===== config.mk =====
export PLATFORM = sky130hd
export DESIGN_NAME = slave_mcu_instruction_decode
export DESIGN_NICKNAME = d
export VERILOG_FILES = /design/src/inc/mcu_decode_pkg.sv /design/src/hw/slave_mcu_instruction_decode.sv
export SDC_FILE = /design/constraint.sdc
export NUM_CORES = 2
export LEC_CHECK = 0
export BUFFER_PORTS_ARGS = -buffer_cell sky130_fd_sc_hd__buf_2
export CAP_MARGIN = 20
export CORE_ASPECT_RATIO = 1.75
export CORE_MARGIN = 2
export CORE_UTILIZATION = 65
export DETAILED_ROUTE_END_ITERATION = 10
export PLACE_DENSITY = 0.87
export SLEW_MARGIN = 10
export SYNTH_ARGS = -nofsm -noshare
export SYNTH_HDL_FRONTEND = slang
export SYNTH_SLANG_ARGS = --single-unit

===== constraint.sdc =====
create_clock -name i_mclk -period 4.6 [get_ports i_mclk]
set_input_delay 0.92 -clock i_mclk [delete_from_list [all_inputs] [get_ports i_mclk]]
set_output_delay 0.92 -clock i_mclk [all_outputs]
set_load 0.01 [all_outputs]

===== src/inc/mcu_decode_pkg.sv =====
// constants, encodings and types shared by the instruction decoder
package mcu_decode_pkg;

  ////////////////////////////////////////////////////////////////////////////
  // widths and reset values
  localparam int          PC_W      = 12;       // program memory address width
  localparam logic [11:0] PC_RST    = 12'h000;  // program counter after reset
  localparam logic [7:0]  ACC_RST   = 8'h00;    // accumulator after reset
  localparam logic [7:0]  DM_RST    = 8'h00;    // data memory after reset
  localparam logic [7:0]  CNT_RST   = 8'h00;    // timer/counter after reset
  localparam logic [7:0]  CNT_TOP   = 8'hff;    // count that overflows next tick
  localparam logic [3:0]  FIXED_PG  = 4'h3;     // page read by the fixed-page lookup

  ////////////////////////////////////////////////////////////////////////////
  // timing counts
  localparam int CLK_MHZ           = 100;       // i_mclk rate
  localparam int TICK_NS           = 320;       // timer tick period in ns
  localparam int TICK_CLKS_DEFAULT = (TICK_NS * CLK_MHZ + 999) / 1000;

  ////////////////////////////////////////////////////////////////////////////
  // opcode encodings and match masks
  localparam logic [7:0] MASK_ALL      = 8'hff;  // whole byte must match
  localparam logic [7:0] MASK_REG      = 8'hf8;  // low three bits pick Rr
  localparam logic [7:0] MASK_IND      = 8'hfe;  // low bit picks R0 or R1
  localparam logic [7:0] OP_MOV_A_REG  = 8'hf8;
  localparam logic [7:0] OP_MOV_A_IND  = 8'hf0;
  localparam logic [7:0] OP_MOV_REG_A  = 8'ha8;
  localparam logic [7:0] OP_MOV_IND_A  = 8'ha0;
  localparam logic [7:0] OP_SWAP_REG   = 8'h28;
  localparam logic [7:0] OP_SWAP_IND   = 8'h20;
  localparam logic [7:0] OP_SWAP_DIGIT = 8'h30;
  localparam logic [7:0] OP_PAGE_LOOK  = 8'ha3;
  localparam logic [7:0] OP_FIXED_LOOK = 8'he3;
  localparam logic [7:0] OP_READ_CNT   = 8'h42;
  localparam logic [7:0] OP_LOAD_CNT   = 8'h62;
  localparam logic [7:0] OP_BEGIN_TIME = 8'h55;
  localparam logic [7:0] OP_BEGIN_EVT  = 8'h45;
  localparam logic [7:0] OP_HALT_CNT   = 8'h65;
  localparam logic [7:0] OP_TIRQ_EN    = 8'h25;
  localparam logic [7:0] OP_TIRQ_DIS   = 8'h35;
  localparam logic [7:0] OP_HIRQ_EN    = 8'h05;
  localparam logic [7:0] OP_HIRQ_DIS   = 8'h15;
  localparam logic [7:0] OP_SUSPEND    = 8'h82;
  localparam logic [7:0] OP_BANK_ZERO  = 8'h63;
  localparam logic [7:0] OP_BANK_ONE   = 8'h73;
  localparam logic [7:0] OP_BRANCH_OVF = 8'h16;

  ////////////////////////////////////////////////////////////////////////////
  // types
  typedef enum logic [2:0] {ST_ADDR, ST_OP, ST_ADDR2, ST_OP2, ST_SUSP} state_t;
  typedef enum logic [1:0] {CNT_STOPPED, CNT_TIMER, CNT_EVENT} count_mode_t;
  typedef struct packed {
    logic timer_irq_enable;  // timer overflow may interrupt
    logic host_irq_enable;   // host input-buffer write may interrupt
  } irq_enables_t;

endpackage : mcu_decode_pkg


===== src/hw/slave_mcu_instruction_decode.sv =====
// instruction decode and execution timing for the slave controller core
`timescale 1ns/1ns
`default_nettype none
// Notes on behaviour
// (RULE_01) indirect load: data memory to accumulator, one cycle
// (RULE_02) accumulator and register swap whole, one cycle
// (RULE_03) accumulator swaps with indirect memory byte, one cycle
// (RULE_04) low digits swap only, high digits kept
// (RULE_05) page lookup: current page, accumulator index, two cycles
// (RULE_06) fixed lookup always reads page three, two cycles
// (RULE_07) timer instructions each one cycle
// (RULE_08) dedicated instruction disables timer interrupt
// (RULE_09) host write interrupt enable and disable, one cycle
// (RULE_10) suspend enters power-down, takes two cycles
// (RULE_11) overflow branch tests then clears flag, two cycles
// (RULE_12) bank select for later jumps, one cycle
module slave_mcu_instruction_decode #(
  parameter int DM_WORDS  = 64,                                 // data memory depth
  parameter int TICK_CLKS = mcu_decode_pkg::TICK_CLKS_DEFAULT   // clocks per timer tick
) (
  input  wire logic                        i_mclk,          // core clock
  input  wire logic                        i_resetn,        // async reset, active low
  output logic [mcu_decode_pkg::PC_W-1:0]  o_pm_addr_q,     // program memory address
  input  wire logic [7:0]                  i_pm_data,       // byte at last address
  input  wire logic                        i_host_pending,  // host wrote input buffer (pin)
  input  wire logic                        i_count_pin,     // event counter input (pin)
  output logic [7:0]                       o_acc_q,         // accumulator
  output logic [7:0]                       o_count_q,       // timer/counter value
  output logic                             o_ovf_flag_q,    // timer overflow flag
  output mcu_decode_pkg::irq_enables_t     o_irq_en_q,      // interrupt enables
  output logic                             o_timer_irq_q,   // timer interrupt request
  output logic                             o_host_irq_q,    // host interrupt request
  output logic                             o_code_bank_q,   // program bank for jumps
  output logic                             o_suspend_q,     // suspend power-down active
  output logic                             o_retire_q,      // instruction completed
  output logic [1:0]                       o_cycles_q       // its machine cycles
);

  localparam int DM_AW = $clog2(DM_WORDS);  // data memory address width

  ////////////////////////////////////////////////////////////////////////////
  // state

  mcu_decode_pkg::state_t      state_q;               // sequencer state
  logic [mcu_decode_pkg::PC_W-1:0] pc_q;              // address of current byte
  logic [7:0]                  ir_q;                  // opcode of two-cycle instruction
  logic                        take_q;                // overflow branch decision
  logic [7:0]                  dm_q [DM_WORDS];       // internal data memory
  mcu_decode_pkg::count_mode_t mode_q;                // timer/counter mode
  logic [$clog2(TICK_CLKS+1)-1:0] presc_q;            // timer prescaler
  logic                        host_s1_q;             // host pending synchroniser
  logic                        host_s2_q;
  logic                        cnt_s1_q;              // counter pin synchroniser
  logic                        cnt_s2_q;
  logic                        cnt_s3_q;              // delayed copy for edge find

  ////////////////////////////////////////////////////////////////////////////
  // decode

  // opcode match under a mask
  function automatic logic is_op(input logic [7:0] op, input logic [7:0] pat,
                                 input logic [7:0] mask);
    is_op = (op & mask) == pat;
  endfunction : is_op

  logic             in_op;         // opcode byte is on i_pm_data
  logic             two_cycle;     // opcode needs a second machine cycle
  logic [DM_AW-1:0] reg_addr;      // working register address
  logic [DM_AW-1:0] ind_addr;      // address held in R0 or R1
  logic [7:0]       reg_val;       // working register contents
  logic [7:0]       ind_val;       // indirectly addressed byte
  logic             tick;          // timer/counter advances
  logic             ovf;           // timer/counter wraps this edge
  logic             op_clr_flag;   // overflow branch clears the flag

  // combinational decode of the byte in flight
  always_comb
  begin
    in_op       = state_q == mcu_decode_pkg::ST_OP;
    two_cycle   = is_op(i_pm_data, mcu_decode_pkg::OP_PAGE_LOOK, mcu_decode_pkg::MASK_ALL)
                | is_op(i_pm_data, mcu_decode_pkg::OP_FIXED_LOOK, mcu_decode_pkg::MASK_ALL)
                | is_op(i_pm_data, mcu_decode_pkg::OP_SUSPEND, mcu_decode_pkg::MASK_ALL)
                | is_op(i_pm_data, mcu_decode_pkg::OP_BRANCH_OVF, mcu_decode_pkg::MASK_ALL);
    reg_addr    = DM_AW'(i_pm_data[2:0]);
    ind_addr    = DM_AW'(dm_q[DM_AW'(i_pm_data[0])]);
    reg_val     = dm_q[reg_addr];
    ind_val     = dm_q[ind_addr];
    op_clr_flag = in_op
                & is_op(i_pm_data, mcu_decode_pkg::OP_BRANCH_OVF, mcu_decode_pkg::MASK_ALL);
  end

  ////////////////////////////////////////////////////////////////////////////
  // sequencer: one machine cycle is an address clock then an opcode clock

  always_ff @(posedge i_mclk or negedge i_resetn)
  begin
    if (!i_resetn)
    begin
      state_q     <= mcu_decode_pkg::ST_ADDR;
      pc_q        <= mcu_decode_pkg::PC_RST;
      o_pm_addr_q <= mcu_decode_pkg::PC_RST;
      ir_q        <= 8'h00;
      take_q      <= 1'b0;
      o_retire_q  <= 1'b0;
      o_cycles_q  <= 2'h0;
      o_suspend_q <= 1'b0;
    end
    else
    begin
      o_retire_q <= 1'b0;
      case (state_q)
        // address already out, byte arrives next
        mcu_decode_pkg::ST_ADDR:
        begin
          state_q <= mcu_decode_pkg::ST_OP;
        end
        // opcode present: one-cycle work ends here
        mcu_decode_pkg::ST_OP:
        begin
          pc_q    <= pc_q + 1'b1;
          ir_q    <= i_pm_data;
          take_q  <= o_ovf_flag_q;  // RULE_11
          if (two_cycle)
          begin
            state_q <= mcu_decode_pkg::ST_ADDR2;
            if (is_op(i_pm_data, mcu_decode_pkg::OP_PAGE_LOOK, mcu_decode_pkg::MASK_ALL))
              o_pm_addr_q <= {pc_q[11:8], o_acc_q};  // RULE_05
            else if (is_op(i_pm_data, mcu_decode_pkg::OP_FIXED_LOOK,
                           mcu_decode_pkg::MASK_ALL))
              o_pm_addr_q <= {mcu_decode_pkg::FIXED_PG, o_acc_q};  // RULE_06
            else
              o_pm_addr_q <= pc_q + 1'b1;
          end
          else
          begin
            state_q     <= mcu_decode_pkg::ST_ADDR;
            o_pm_addr_q <= pc_q + 1'b1;
            o_retire_q  <= 1'b1;
            o_cycles_q  <= 2'h1;
          end
        end
        // second machine cycle, address phase
        mcu_decode_pkg::ST_ADDR2:
        begin
          state_q <= mcu_decode_pkg::ST_OP2;
        end
        // second machine cycle, data phase
        mcu_decode_pkg::ST_OP2:
        begin
          o_retire_q <= 1'b1;
          o_cycles_q <= 2'h2;
          state_q    <= mcu_decode_pkg::ST_ADDR;
          if (ir_q == mcu_decode_pkg::OP_BRANCH_OVF)
          begin
            // branch stays in page, else skip the operand
            if (take_q)
            begin
              pc_q        <= {pc_q[11:8], i_pm_data};  // RULE_11
              o_pm_addr_q <= {pc_q[11:8], i_pm_data};
            end
            else
            begin
              pc_q        <= pc_q + 1'b1;
              o_pm_addr_q <= pc_q + 1'b1;
            end
          end
          else
          begin
            o_pm_addr_q <= pc_q;
            if (ir_q == mcu_decode_pkg::OP_SUSPEND)
            begin
              state_q     <= mcu_decode_pkg::ST_SUSP;  // RULE_10
              o_suspend_q <= 1'b1;
            end
          end
        end
        // power-down until the host writes
        mcu_decode_pkg::ST_SUSP:
        begin
          if (host_s2_q)
          begin
            state_q     <= mcu_decode_pkg::ST_ADDR;
            o_suspend_q <= 1'b0;
          end
        end
        default:
        begin
          state_q <= mcu_decode_pkg::ST_ADDR;
        end
      endcase
    end
  end

  ////////////////////////////////////////////////////////////////////////////
  // accumulator

  always_ff @(posedge i_mclk or negedge i_resetn)
  begin
    if (!i_resetn)
      o_acc_q <= mcu_decode_pkg::ACC_RST;
    else if (in_op)
    begin
      if (is_op(i_pm_data, mcu_decode_pkg::OP_MOV_A_REG, mcu_decode_pkg::MASK_REG))
        o_acc_q <= reg_val;
      else if (is_op(i_pm_data, mcu_decode_pkg::OP_MOV_A_IND, mcu_decode_pkg::MASK_IND))
        o_acc_q <= ind_val;  // RULE_01
      else if (is_op(i_pm_data, mcu_decode_pkg::OP_SWAP_REG, mcu_decode_pkg::MASK_REG))
        o_acc_q <= reg_val;  // RULE_02
      else if (is_op(i_pm_data, mcu_decode_pkg::OP_SWAP_IND, mcu_decode_pkg::MASK_IND))
        o_acc_q <= ind_val;  // RULE_03
      else if (is_op(i_pm_data, mcu_decode_pkg::OP_SWAP_DIGIT, mcu_decode_pkg::MASK_IND))
        o_acc_q <= {o_acc_q[7:4], ind_val[3:0]};  // RULE_04
      else if (is_op(i_pm_data, mcu_decode_pkg::OP_READ_CNT, mcu_decode_pkg::MASK_ALL))
        o_acc_q <= o_count_q;  // RULE_07
    end
    else if (state_q == mcu_decode_pkg::ST_OP2 &&
             (ir_q == mcu_decode_pkg::OP_PAGE_LOOK || ir_q == mcu_decode_pkg::OP_FIXED_LOOK))
      o_acc_q <= i_pm_data;  // RULE_05 RULE_06
  end

  ////////////////////////////////////////////////////////////////////////////
  // data memory: swaps write back in the same edge, nothing half done shows

  always_ff @(posedge i_mclk or negedge i_resetn)
  begin
    if (!i_resetn)
    begin
      for (int i = 0; i < DM_WORDS; i++)
        dm_q[i] <= mcu_decode_pkg::DM_RST;
    end
    else if (in_op)
    begin
      if (is_op(i_pm_data, mcu_decode_pkg::OP_MOV_REG_A, mcu_decode_pkg::MASK_REG))
        dm_q[reg_addr] <= o_acc_q;
      else if (is_op(i_pm_data, mcu_decode_pkg::OP_MOV_IND_A, mcu_decode_pkg::MASK_IND))
        dm_q[ind_addr] <= o_acc_q;
      else if (is_op(i_pm_data, mcu_decode_pkg::OP_SWAP_REG, mcu_decode_pkg::MASK_REG))
        dm_q[reg_addr] <= o_acc_q;  // RULE_02
      else if (is_op(i_pm_data, mcu_decode_pkg::OP_SWAP_IND, mcu_decode_pkg::MASK_IND))
        dm_q[ind_addr] <= o_acc_q;  // RULE_03
      else if (is_op(i_pm_data, mcu_decode_pkg::OP_SWAP_DIGIT, mcu_decode_pkg::MASK_IND))
        dm_q[ind_addr] <= {ind_val[7:4], o_acc_q[3:0]};  // RULE_04
    end
  end

  ////////////////////////////////////////////////////////////////////////////
  // pin synchronisers, second stage feeds the logic

  always_ff @(posedge i_mclk or negedge i_resetn)
  begin
    if (!i_resetn)
    begin
      host_s1_q <= 1'b0;
      host_s2_q <= 1'b0;
      cnt_s1_q  <= 1'b0;
      cnt_s2_q  <= 1'b0;
      cnt_s3_q  <= 1'b0;
    end
    else
    begin
      host_s1_q <= i_host_pending;
      host_s2_q <= host_s1_q;
      cnt_s1_q  <= i_count_pin;
      cnt_s2_q  <= cnt_s1_q;
      cnt_s3_q  <= cnt_s2_q;
    end
  end

  ////////////////////////////////////////////////////////////////////////////
  // timer/counter

  // tick source follows the mode, event mode counts falling pin edges
  always_comb
  begin
    tick = 1'b0;
    case (mode_q)
      mcu_decode_pkg::CNT_TIMER: tick = presc_q == ($clog2(TICK_CLKS+1))'(TICK_CLKS - 1);
      mcu_decode_pkg::CNT_EVENT: tick = cnt_s3_q & ~cnt_s2_q;
      default:                   tick = 1'b0;
    endcase
    ovf = tick & (o_count_q == mcu_decode_pkg::CNT_TOP);
  end

  // mode, prescaler and count
  always_ff @(posedge i_mclk or negedge i_resetn)
  begin
    if (!i_resetn)
    begin
      mode_q    <= mcu_decode_pkg::CNT_STOPPED;
      presc_q   <= '0;
      o_count_q <= mcu_decode_pkg::CNT_RST;
    end
    else
    begin
      presc_q <= (tick || mode_q != mcu_decode_pkg::CNT_TIMER) ? '0 : presc_q + 1'b1;
      if (in_op && is_op(i_pm_data, mcu_decode_pkg::OP_LOAD_CNT, mcu_decode_pkg::MASK_ALL))
        o_count_q <= o_acc_q;  // RULE_07
      else if (tick)
        o_count_q <= o_count_q + 1'b1;
      if (in_op)
      begin
        if (is_op(i_pm_data, mcu_decode_pkg::OP_BEGIN_TIME, mcu_decode_pkg::MASK_ALL))
          mode_q <= mcu_decode_pkg::CNT_TIMER;  // RULE_07
        else if (is_op(i_pm_data, mcu_decode_pkg::OP_BEGIN_EVT, mcu_decode_pkg::MASK_ALL))
          mode_q <= mcu_decode_pkg::CNT_EVENT;  // RULE_07
        else if (is_op(i_pm_data, mcu_decode_pkg::OP_HALT_CNT, mcu_decode_pkg::MASK_ALL))
          mode_q <= mcu_decode_pkg::CNT_STOPPED;  // RULE_07
      end
    end
  end

  ////////////////////////////////////////////////////////////////////////////
  // flags, enables, bank and interrupt requests

  always_ff @(posedge i_mclk or negedge i_resetn)
  begin
    if (!i_resetn)
    begin
      o_ovf_flag_q  <= 1'b0;
      o_irq_en_q    <= '0;
      o_code_bank_q <= 1'b0;
      o_timer_irq_q <= 1'b0;
      o_host_irq_q  <= 1'b0;
    end
    else
    begin
      // overflow in the clearing cycle keeps the flag set
      o_ovf_flag_q  <= ovf | (o_ovf_flag_q & ~op_clr_flag);  // RULE_11
      o_timer_irq_q <= o_ovf_flag_q & o_irq_en_q.timer_irq_enable;
      o_host_irq_q  <= host_s2_q & o_irq_en_q.host_irq_enable;
      if (in_op)
      begin
        if (is_op(i_pm_data, mcu_decode_pkg::OP_TIRQ_EN, mcu_decode_pkg::MASK_ALL))
          o_irq_en_q.timer_irq_enable <= 1'b1;  // RULE_07
        if (is_op(i_pm_data, mcu_decode_pkg::OP_TIRQ_DIS, mcu_decode_pkg::MASK_ALL))
          o_irq_en_q.timer_irq_enable <= 1'b0;  // RULE_08
        if (is_op(i_pm_data, mcu_decode_pkg::OP_HIRQ_EN, mcu_decode_pkg::MASK_ALL))
          o_irq_en_q.host_irq_enable <= 1'b1;  // RULE_09
        if (is_op(i_pm_data, mcu_decode_pkg::OP_HIRQ_DIS, mcu_decode_pkg::MASK_ALL))
          o_irq_en_q.host_irq_enable <= 1'b0;  // RULE_09
        if (is_op(i_pm_data, mcu_decode_pkg::OP_BANK_ZERO, mcu_decode_pkg::MASK_ALL))
          o_code_bank_q <= 1'b0;  // RULE_12
        if (is_op(i_pm_data, mcu_decode_pkg::OP_BANK_ONE, mcu_decode_pkg::MASK_ALL))
          o_code_bank_q <= 1'b1;  // RULE_12
      end
    end
  end
endmodule : slave_mcu_instruction_decode
`default_nettype wire


=== Word-level counts from Yosys, hierarchy flattened ===
Index checks and enable logic that the tools add are counted.

* Output and inout port bits: 38
* Flip-flop bits (word level): 587
* Bits of input ports: 12
* Logic and storage cells: 240

* Add/sub/neg operators: 3
* $lt $le $gt $ge: 5
* Equality and inequality tests: 42
* Multiplexer cells: 62
* Reductions and logical operators: 25
* Bitwise operators: 15

{| class="wikitable"
|+ Operator list
! cell !! number
|-
| two-way mux 512 bit || 5
|-
| bitwise mux 512 bit || 3
|-
| binary-select mux 8 bit (select 6 bit) || 3
|-
| two-way mux 8 bit || 16
|-
| demux 8 bit (select 6 bit) || 2
|-
| two-way mux 12 bit || 5
|-
| equality test 8 x 7 -> 1 bit, second input constant || 7
|-
| equality test 8 bit, second input constant || 7
|-
| one-hot mux 12 bit (2 select lines) || 2
|-
| equality test 8 x 5 -> 1 bit, second input constant || 3
|-
| greater-or-equal comparator 7 bit, second input constant || 3
|-
| two-way mux 6 bit || 3
|-
| equality test 8 x 6 -> 1 bit, second input constant || 2
|-
| one-hot mux 3 bit (5 select lines) || 1
|-
| equality test 7 x 5 -> 1 bit, second input constant || 2
|-
| equality test 7 bit, second input constant || 2
|-
| < comparator 7 x 1 -> 1 bit, second input constant || 2
|-
| AND reduction 2 bit || 7
|-
| nonzero test 2 bit || 7
|-
| adder 12 x 1 -> 12 bit, second input constant || 1
|-
| equality test 5 bit, second input constant || 2
|-
| two-way mux 1 bit || 10
|-
| two-way mux 2 bit || 5
|-
| two-way mux 3 bit || 3
|-
| other kinds (30) || 49
|}

=== Longest topological paths before layout ===
* Depth after elaboration: 15
* Mapped depth: 15
* Gate-level depth less buffers: 11

=== Least setup slack after synthesis ===
OpenSTA, ideal clock, no wires.

* Path kind: input port to flip-flop
* Start: input port i_pm_data[0]
* End: register dm_q[508] in the netlist's numbering
* Stages on the path: 13
* Slack: 1.186 ns
* Setup time: 0.127 ns
* Data required time: 4.473 ns
* Data arrival time: 3.287 ns
* Path buffers: 4
* Cells stage by stage: buf_6 buf_8 or3b_4 buf_6 a21oi_2 a2111oi_0 a31o_1 a221o_1 nor4_2 buf_4 o221ai_2 a222oi_1 inv_1

* Cells in the longest elaborated chain, start to end: 15
* Elaborated cells between the ends (all ways): 27
* Those cells by class: order compare: 4; mux: 18; bitwise: 3; reduce/logical: 2

{| class="wikitable"
|+ RTL lines
! element !! line !! RTL
|-
| from (decl) || slave_mcu_instruction_decode.sv:24 || <nowiki>input wire logic [7:0] i_pm_data,</nowiki>
|-
| NOT 1 -> 7 bit (implied by the code) || slave_mcu_instruction_decode.sv:85 || <nowiki>ind_addr = DM_AW'(dm_q[DM_AW'(i_pm_data[0])]);</nowiki>
|-
| binary-select mux 8 bit (select 6 bit) || slave_mcu_instruction_decode.sv:85 ||
|-
| two-way mux 6 bit (implied by the code) (2 in a row) || slave_mcu_instruction_decode.sv:85 ||
|-
| NOT 6 -> 7 bit (implied by the code) || n/a ||
|-
| greater-or-equal comparator 7 bit (implied by the code) or < comparator 7 x 1 -> 1 bit (tied branches) || slave_mcu_instruction_decode.sv:236, slave_mcu_instruction_decode.sv:240, slave_mcu_instruction_decode.sv:242 ||
|-
| logical AND 1 bit (implied by the code) || slave_mcu_instruction_decode.sv:236, slave_mcu_instruction_decode.sv:240, slave_mcu_instruction_decode.sv:242 ||
|-
| two-way mux 8 bit (implied by the code) || slave_mcu_instruction_decode.sv:236, slave_mcu_instruction_decode.sv:240, slave_mcu_instruction_decode.sv:242 ||
|-
| demux 8 bit (select 6 bit) || slave_mcu_instruction_decode.sv:236, slave_mcu_instruction_decode.sv:240, slave_mcu_instruction_decode.sv:242 ||
|-
| bitwise mux 512 bit || slave_mcu_instruction_decode.sv:242 || <nowiki>dm_q[ind_addr] <= {ind_val[7:4], o_acc_q[3:0]};</nowiki>
|-
| two-way mux 512 bit || slave_mcu_instruction_decode.sv:241 || <nowiki>else if (is_op(i_pm_data, mcu_decode_pkg::OP_SWAP_DIGIT, mcu_decode_pkg::MASK_IND))</nowiki>
|-
| two-way mux 512 bit || slave_mcu_instruction_decode.sv:239 || <nowiki>else if (is_op(i_pm_data, mcu_decode_pkg::OP_SWAP_IND, mcu_decode_pkg::MASK_IND))</nowiki>
|-
| two-way mux 512 bit || slave_mcu_instruction_decode.sv:237 || <nowiki>else if (is_op(i_pm_data, mcu_decode_pkg::OP_SWAP_REG, mcu_decode_pkg::MASK_REG))</nowiki>
|-
| two-way mux 512 bit || slave_mcu_instruction_decode.sv:235 || <nowiki>else if (is_op(i_pm_data, mcu_decode_pkg::OP_MOV_IND_A, mcu_decode_pkg::MASK_IND))</nowiki>
|-
| two-way mux 512 bit * || slave_mcu_instruction_decode.sv:233 || <nowiki>if (is_op(i_pm_data, mcu_decode_pkg::OP_MOV_REG_A, mcu_decode_pkg::MASK_REG))</nowiki>
|-
| to (signal, indexed assignment) || slave_mcu_instruction_decode.sv:234 || <nowiki>dm_q[reg_addr] <= o_acc_q;</nowiki>
|-
| to (signal, indexed assignment) || slave_mcu_instruction_decode.sv:236 || <nowiki>dm_q[ind_addr] <= o_acc_q;</nowiki>
|-
| to (signal, indexed assignment) || slave_mcu_instruction_decode.sv:238 || <nowiki>dm_q[reg_addr] <= o_acc_q;</nowiki>
|-
| to (decl) || slave_mcu_instruction_decode.sv:48 || <nowiki>logic [7:0] dm_q [DM_WORDS];</nowiki>
|}

Mark *: on every way between the ends. The rest lies on a longest branch, timed or not. The select of a mux whose other input is x is not followed.
A chain may end at the register's enable or synchronous reset.

=== Worst setup path in the final report ===
* Start: register dm_q[497] in the netlist's numbering
* End: register o_acc_q[0]

* Cells in the longest elaborated chain, start to end: 13

{| class="wikitable"
|+ RTL lines
! element !! line !! RTL
|-
| from (signal, indexed assignment) || slave_mcu_instruction_decode.sv:229 || <nowiki>dm_q[i] <= mcu_decode_pkg::DM_RST;</nowiki>
|-
| from (signal, indexed assignment) || slave_mcu_instruction_decode.sv:234 ||
|-
| from (signal, indexed assignment) || slave_mcu_instruction_decode.sv:236 ||
|-
| binary-select mux 8 bit (select 6 bit) * || slave_mcu_instruction_decode.sv:85 ||
|-
| two-way mux 6 bit (implied by the code) * (2 in a row) || slave_mcu_instruction_decode.sv:85 ||
|-
| NOT 6 -> 7 bit (implied by the code) * || slave_mcu_instruction_decode.sv:87 || <nowiki>ind_val = dm_q[ind_addr];</nowiki>
|-
| binary-select mux 8 bit (select 6 bit) * || slave_mcu_instruction_decode.sv:87 ||
|-
| two-way mux 8 bit (implied by the code) * (2 in a row) || slave_mcu_instruction_decode.sv:87 ||
|-
| two-way mux 8 bit || slave_mcu_instruction_decode.sv:211 || <nowiki>else if (is_op(i_pm_data, mcu_decode_pkg::OP_SWAP_DIGIT, mcu_decode_pkg::MASK_IND))</nowiki>
|-
| two-way mux 8 bit || slave_mcu_instruction_decode.sv:209 || <nowiki>else if (is_op(i_pm_data, mcu_decode_pkg::OP_SWAP_IND, mcu_decode_pkg::MASK_IND))</nowiki>
|-
| two-way mux 8 bit || slave_mcu_instruction_decode.sv:207 || <nowiki>else if (is_op(i_pm_data, mcu_decode_pkg::OP_SWAP_REG, mcu_decode_pkg::MASK_REG))</nowiki>
|-
| two-way mux 8 bit * || slave_mcu_instruction_decode.sv:205 || <nowiki>else if (is_op(i_pm_data, mcu_decode_pkg::OP_MOV_A_IND, mcu_decode_pkg::MASK_IND))</nowiki>
|-
| two-way mux 8 bit * || slave_mcu_instruction_decode.sv:203 || <nowiki>if (is_op(i_pm_data, mcu_decode_pkg::OP_MOV_A_REG, mcu_decode_pkg::MASK_REG))</nowiki>
|-
| two-way mux 8 bit * || slave_mcu_instruction_decode.sv:201 || <nowiki>else if (in_op)</nowiki>
|-
| to (signal assigned) || slave_mcu_instruction_decode.sv:204 || <nowiki>o_acc_q <= reg_val;</nowiki>
|-
| to (signal assigned) || slave_mcu_instruction_decode.sv:206 || <nowiki>o_acc_q <= ind_val;</nowiki>
|-
| to (signal assigned) || slave_mcu_instruction_decode.sv:208 || <nowiki>o_acc_q <= reg_val;</nowiki>
|-
| to (decl) || slave_mcu_instruction_decode.sv:27 || <nowiki>output logic [7:0] o_acc_q,</nowiki>
|}

Marks and branches as above.

==> qor.yml <==
status: "complete, but fails checks"
path_class: "flop to flop"
grt_pass1_vias: 28400
setup-violations-final: 1
grt_overflow: 0
wl_mm: 121
crit_required_ns: 5.07
max_slew_margin_pct: 25.7
crit_start: "dm_q[497]$_DFFE_PN0P_"
drc: 0
multi_input_area_sq_um: 14400
dr.pass1.iters: 9
synth_area_leader_cell: "dfrtp_1"
path_clk_slew_ns: 0.07
die_y_um: 289
gp_congestion: 1.11
wl_per_cell_um: 31.7
synth_nets: 3197
min_period_over_period_pct: 100
p_int_w: 0.0102
synth_seq_cells: 587
worst-r2r-setup-slack_ns: -0.02
cts.repair.resized: 0
cts_buffer_depth: 3
timing.rr.start: "dm_q[497]$_DFFE_PN0P_"
p_clk_share_pct: 28.0
syn_area_sq_um: 30300
seq_area_sq_um: 14700
worst-r2r-cell-count: 12
nets: 3218
via_per_inst: 7.39
startpoint_type: "flop"
hpwl_mm: 82.5
dieArea_sq_um: 48400
postRouteAntennaNets: 0
synth_edf_count: 0
die_w_um: 167
fin_hold_ws_ns: 0.356
initial_core_util_pct: 65.9
dr.first_iter.drc_count: 4279
post-cts-setup-buffers: 0
cts_buffers: 53
synth_top_area_share_pct: 48.5
syn_area_per_cell_sq_um: 9.52
clock-sinks: 587
antenna_found_initial: 9
max_freq_mhz: 217
worst_pin_slew_ns: 1.11
seqPwrFrac_pct: 33.4
yosys_warnings: 0
cp-end-kind: "flop"
clk_latency_ns: 0.62
p_switching_w: 0.00752
cts_root_buffer: "clkbuf_16"
netlist_instances: 3180
crit_fanout: 32
grt_pass1_wl_mm: 181
p_per_area_nw_per_um2: 525
p_leak_nw: 15.2
row_count: 104
maxSlewViolCount: 0
p_total_w: 0.0177
core_sq_um: 45900
min_period_ns: 4.62
rsz0062_at_grt: "no"
r2r_end: "o_acc_q[0]$_DFFE_PN0P_"
crit_arrival_ns: 5.09
syn_to_final_growth_pct: 11.4
drive_gt1_share_pct: 20.4
swShare_pct: 42.5
portBuffers: 49
synth_cell_types: 90
finClkSkew_ns: 0.0239
hp-class: "primary input to asynchronous set/reset pin"
hold_violations: 0
violations: "setup timing"
synth_area_leaders: "dfrtp_1, mux2_2, nand2_1, o21ai_0, a21oi_1"
maxCapViolCount: 0
grt_max_degree: 99
nFillCells: 3200
htreeDepth: 2
layout_setup_ws_ns: -0.0171
setup_tns_ns: -0.0171
ys_seq_area_share_pct: 48.5
routed-via-count: 28300
synthArstFlopShare_pct: 100
combPwrFrac_pct: 38.6
hold_buffers: 0
track_usage_pct: 50.1
tritoncts: "yes"
vdd_drop_max_mv: 0.556
ys.flop_type: "dfrtp_1"
io_pins: 50
## worst max path at each step
stage,end,slack (ns),cells past startpoint
global placement,o_acc_q[0]$_DFFE_PN0P_,-0.05,14
global route,o_acc_q[0]$_DFFE_PN0P_,0.10,13
finish,o_acc_q[0]$_DFFE_PN0P_,-0.02,12
CTS,o_acc_q[0]$_DFFE_PN0P_,0.22,12
floorplan,dm_q[508]$_DFFE_PN0P_,1.19,13
detailed placement,o_acc_q[0]$_DFFE_PN0P_,-0.16,14
## worst max-delay path, cell delays in order (launching register included)
cell	delay [ns]
dfrtp_1	0.78
mux2_4	0.36
buf_12	0.24
a21oi_2	0.12
buf_4	0.25
a222oi_1	0.67
nand3_1	0.15
a221oi_1	0.40
a31oi_1	0.15
a2111oi_0	0.77
buf_4	0.26
a32o_1	0.15
a31oi_1	0.13
## power by group through the flow
stage	combinational, W	clock, W	sequential (W)
after detailed placement	0.00640	0	0.00598
after global routing	0.00689	0.00513	0.00593
after CTS	0.00645	0.00493	0.00589
after global placement	0.00626	0	0.00599
final	0.00683	0.00495	0.00592
after floorplan	0.00345	0	0.00573
## registers in the layout, indices dropped and copies added (netlist names), 2 cells and up
name,flops
dm_q,512
ir_q,8
mode_q,2
o_acc_q,8
o_count_q,8
o_cycles_q,2
o_irq_en_q,2
o_pm_addr_q,12
pc_q,12
presc_q,6
state_q,3
## cell families (layout without fill, tap and decap cells)
group	after synthesis	in the layout	synth area share, %
AO/OA/AOI/OAI	940	940	19.6
XOR/XNOR	21	21	0.608
adder cells (fa/ha/maj)	5	5	0.207
buffers and inverters	292	356	4.35
flip-flops	587	587	48.5
multiplexers	340	340	12.6
other	0	4	0
AND/OR/NAND/NOR	995	995	14.1
## cell usage in the layout, fill, tap and decap left out, types with 13 or more instances in the layout
cell type  count
nand2b_1      13
o221ai_1      37
nand2_1      628
mux2i_1       60
clkbuf_16     54
buf_4        163
a211oi_1      19
a221oi_1      19
buf_12        20
a21oi_1      204
a221o_1       23
o22ai_1       34
nor3_1        14
mux2_2       269
buf_2         48
inv_1         25
nand3_1       60
o21ai_1       20
and3_1        14
a31oi_1       31
nor2_1       158
o21ai_0      328
nand4_1       18
a22oi_1       70
a222oi_1      33
o211ai_1      15
nor4_1        13
dfrtp_1      583
## cell type report
type | instances | share of cell area [%]
Multi-Input combinational cell | 2301 | 42.6
Inverter | 25 | 0.278
Antenna cell | 4 | 0.0297
Timing Repair Buffer | 233 | 5.65
Tap cell | 583 | 2.16
Clock inverter | 32 | 1.38
Clock buffer | 66 | 4.35
Sequential cell | 587 | 43.6
## cells in the mapped netlist, types with 11 or more instances
master / count
a211oi_1: 19
a21oi_1: 204
a221o_1: 23
a221oi_1: 19
a222oi_1: 33
a22oi_1: 70
a31oi_1: 31
a32o_1: 12
and2_1: 12
and3_1: 14
buf_1: 15
buf_2: 32
buf_4: 11
buf_6: 16
clkbuf_1: 189
dfrtp_1: 587
inv_1: 25
mux2_2: 269
mux2i_1: 63
nand2_1: 628
nand2b_1: 13
nand3_1: 60
nand4_1: 18
nor2_1: 158
nor3_1: 15
nor4_1: 13
o211ai_1: 15
o21ai_0: 328
o21ai_1: 20
o21ai_2: 11
o221ai_1: 37
o22a_1: 11
o22ai_1: 37
xnor2_1: 12
## through the flow
stage,utilization [%],cell area [sq um],setup slack [ns],instances
2_1_floorplan,-,30300,1.19,3180
3_3_place_gp,69.1,31800,-0.0481,3727
3_5_place_dp,69.2,31800,-0.159,3728
4_1_cts,73.4,33700,0.224,3826
5_1_grt,73.4,33700,0.102,3827
6_report,73.4,33700,-0.0171,3831
## metal layers
metal  wire (um)  global-route usage (%)  vias up
li1            -                       -    11500
met1       37000                    54.0    13600
met4       14200                    46.2        6
met3       13900                    13.4      835
met5          36                       0        -
met2       56100                    80.6     2358
Power figures use the tool's default switching activity.
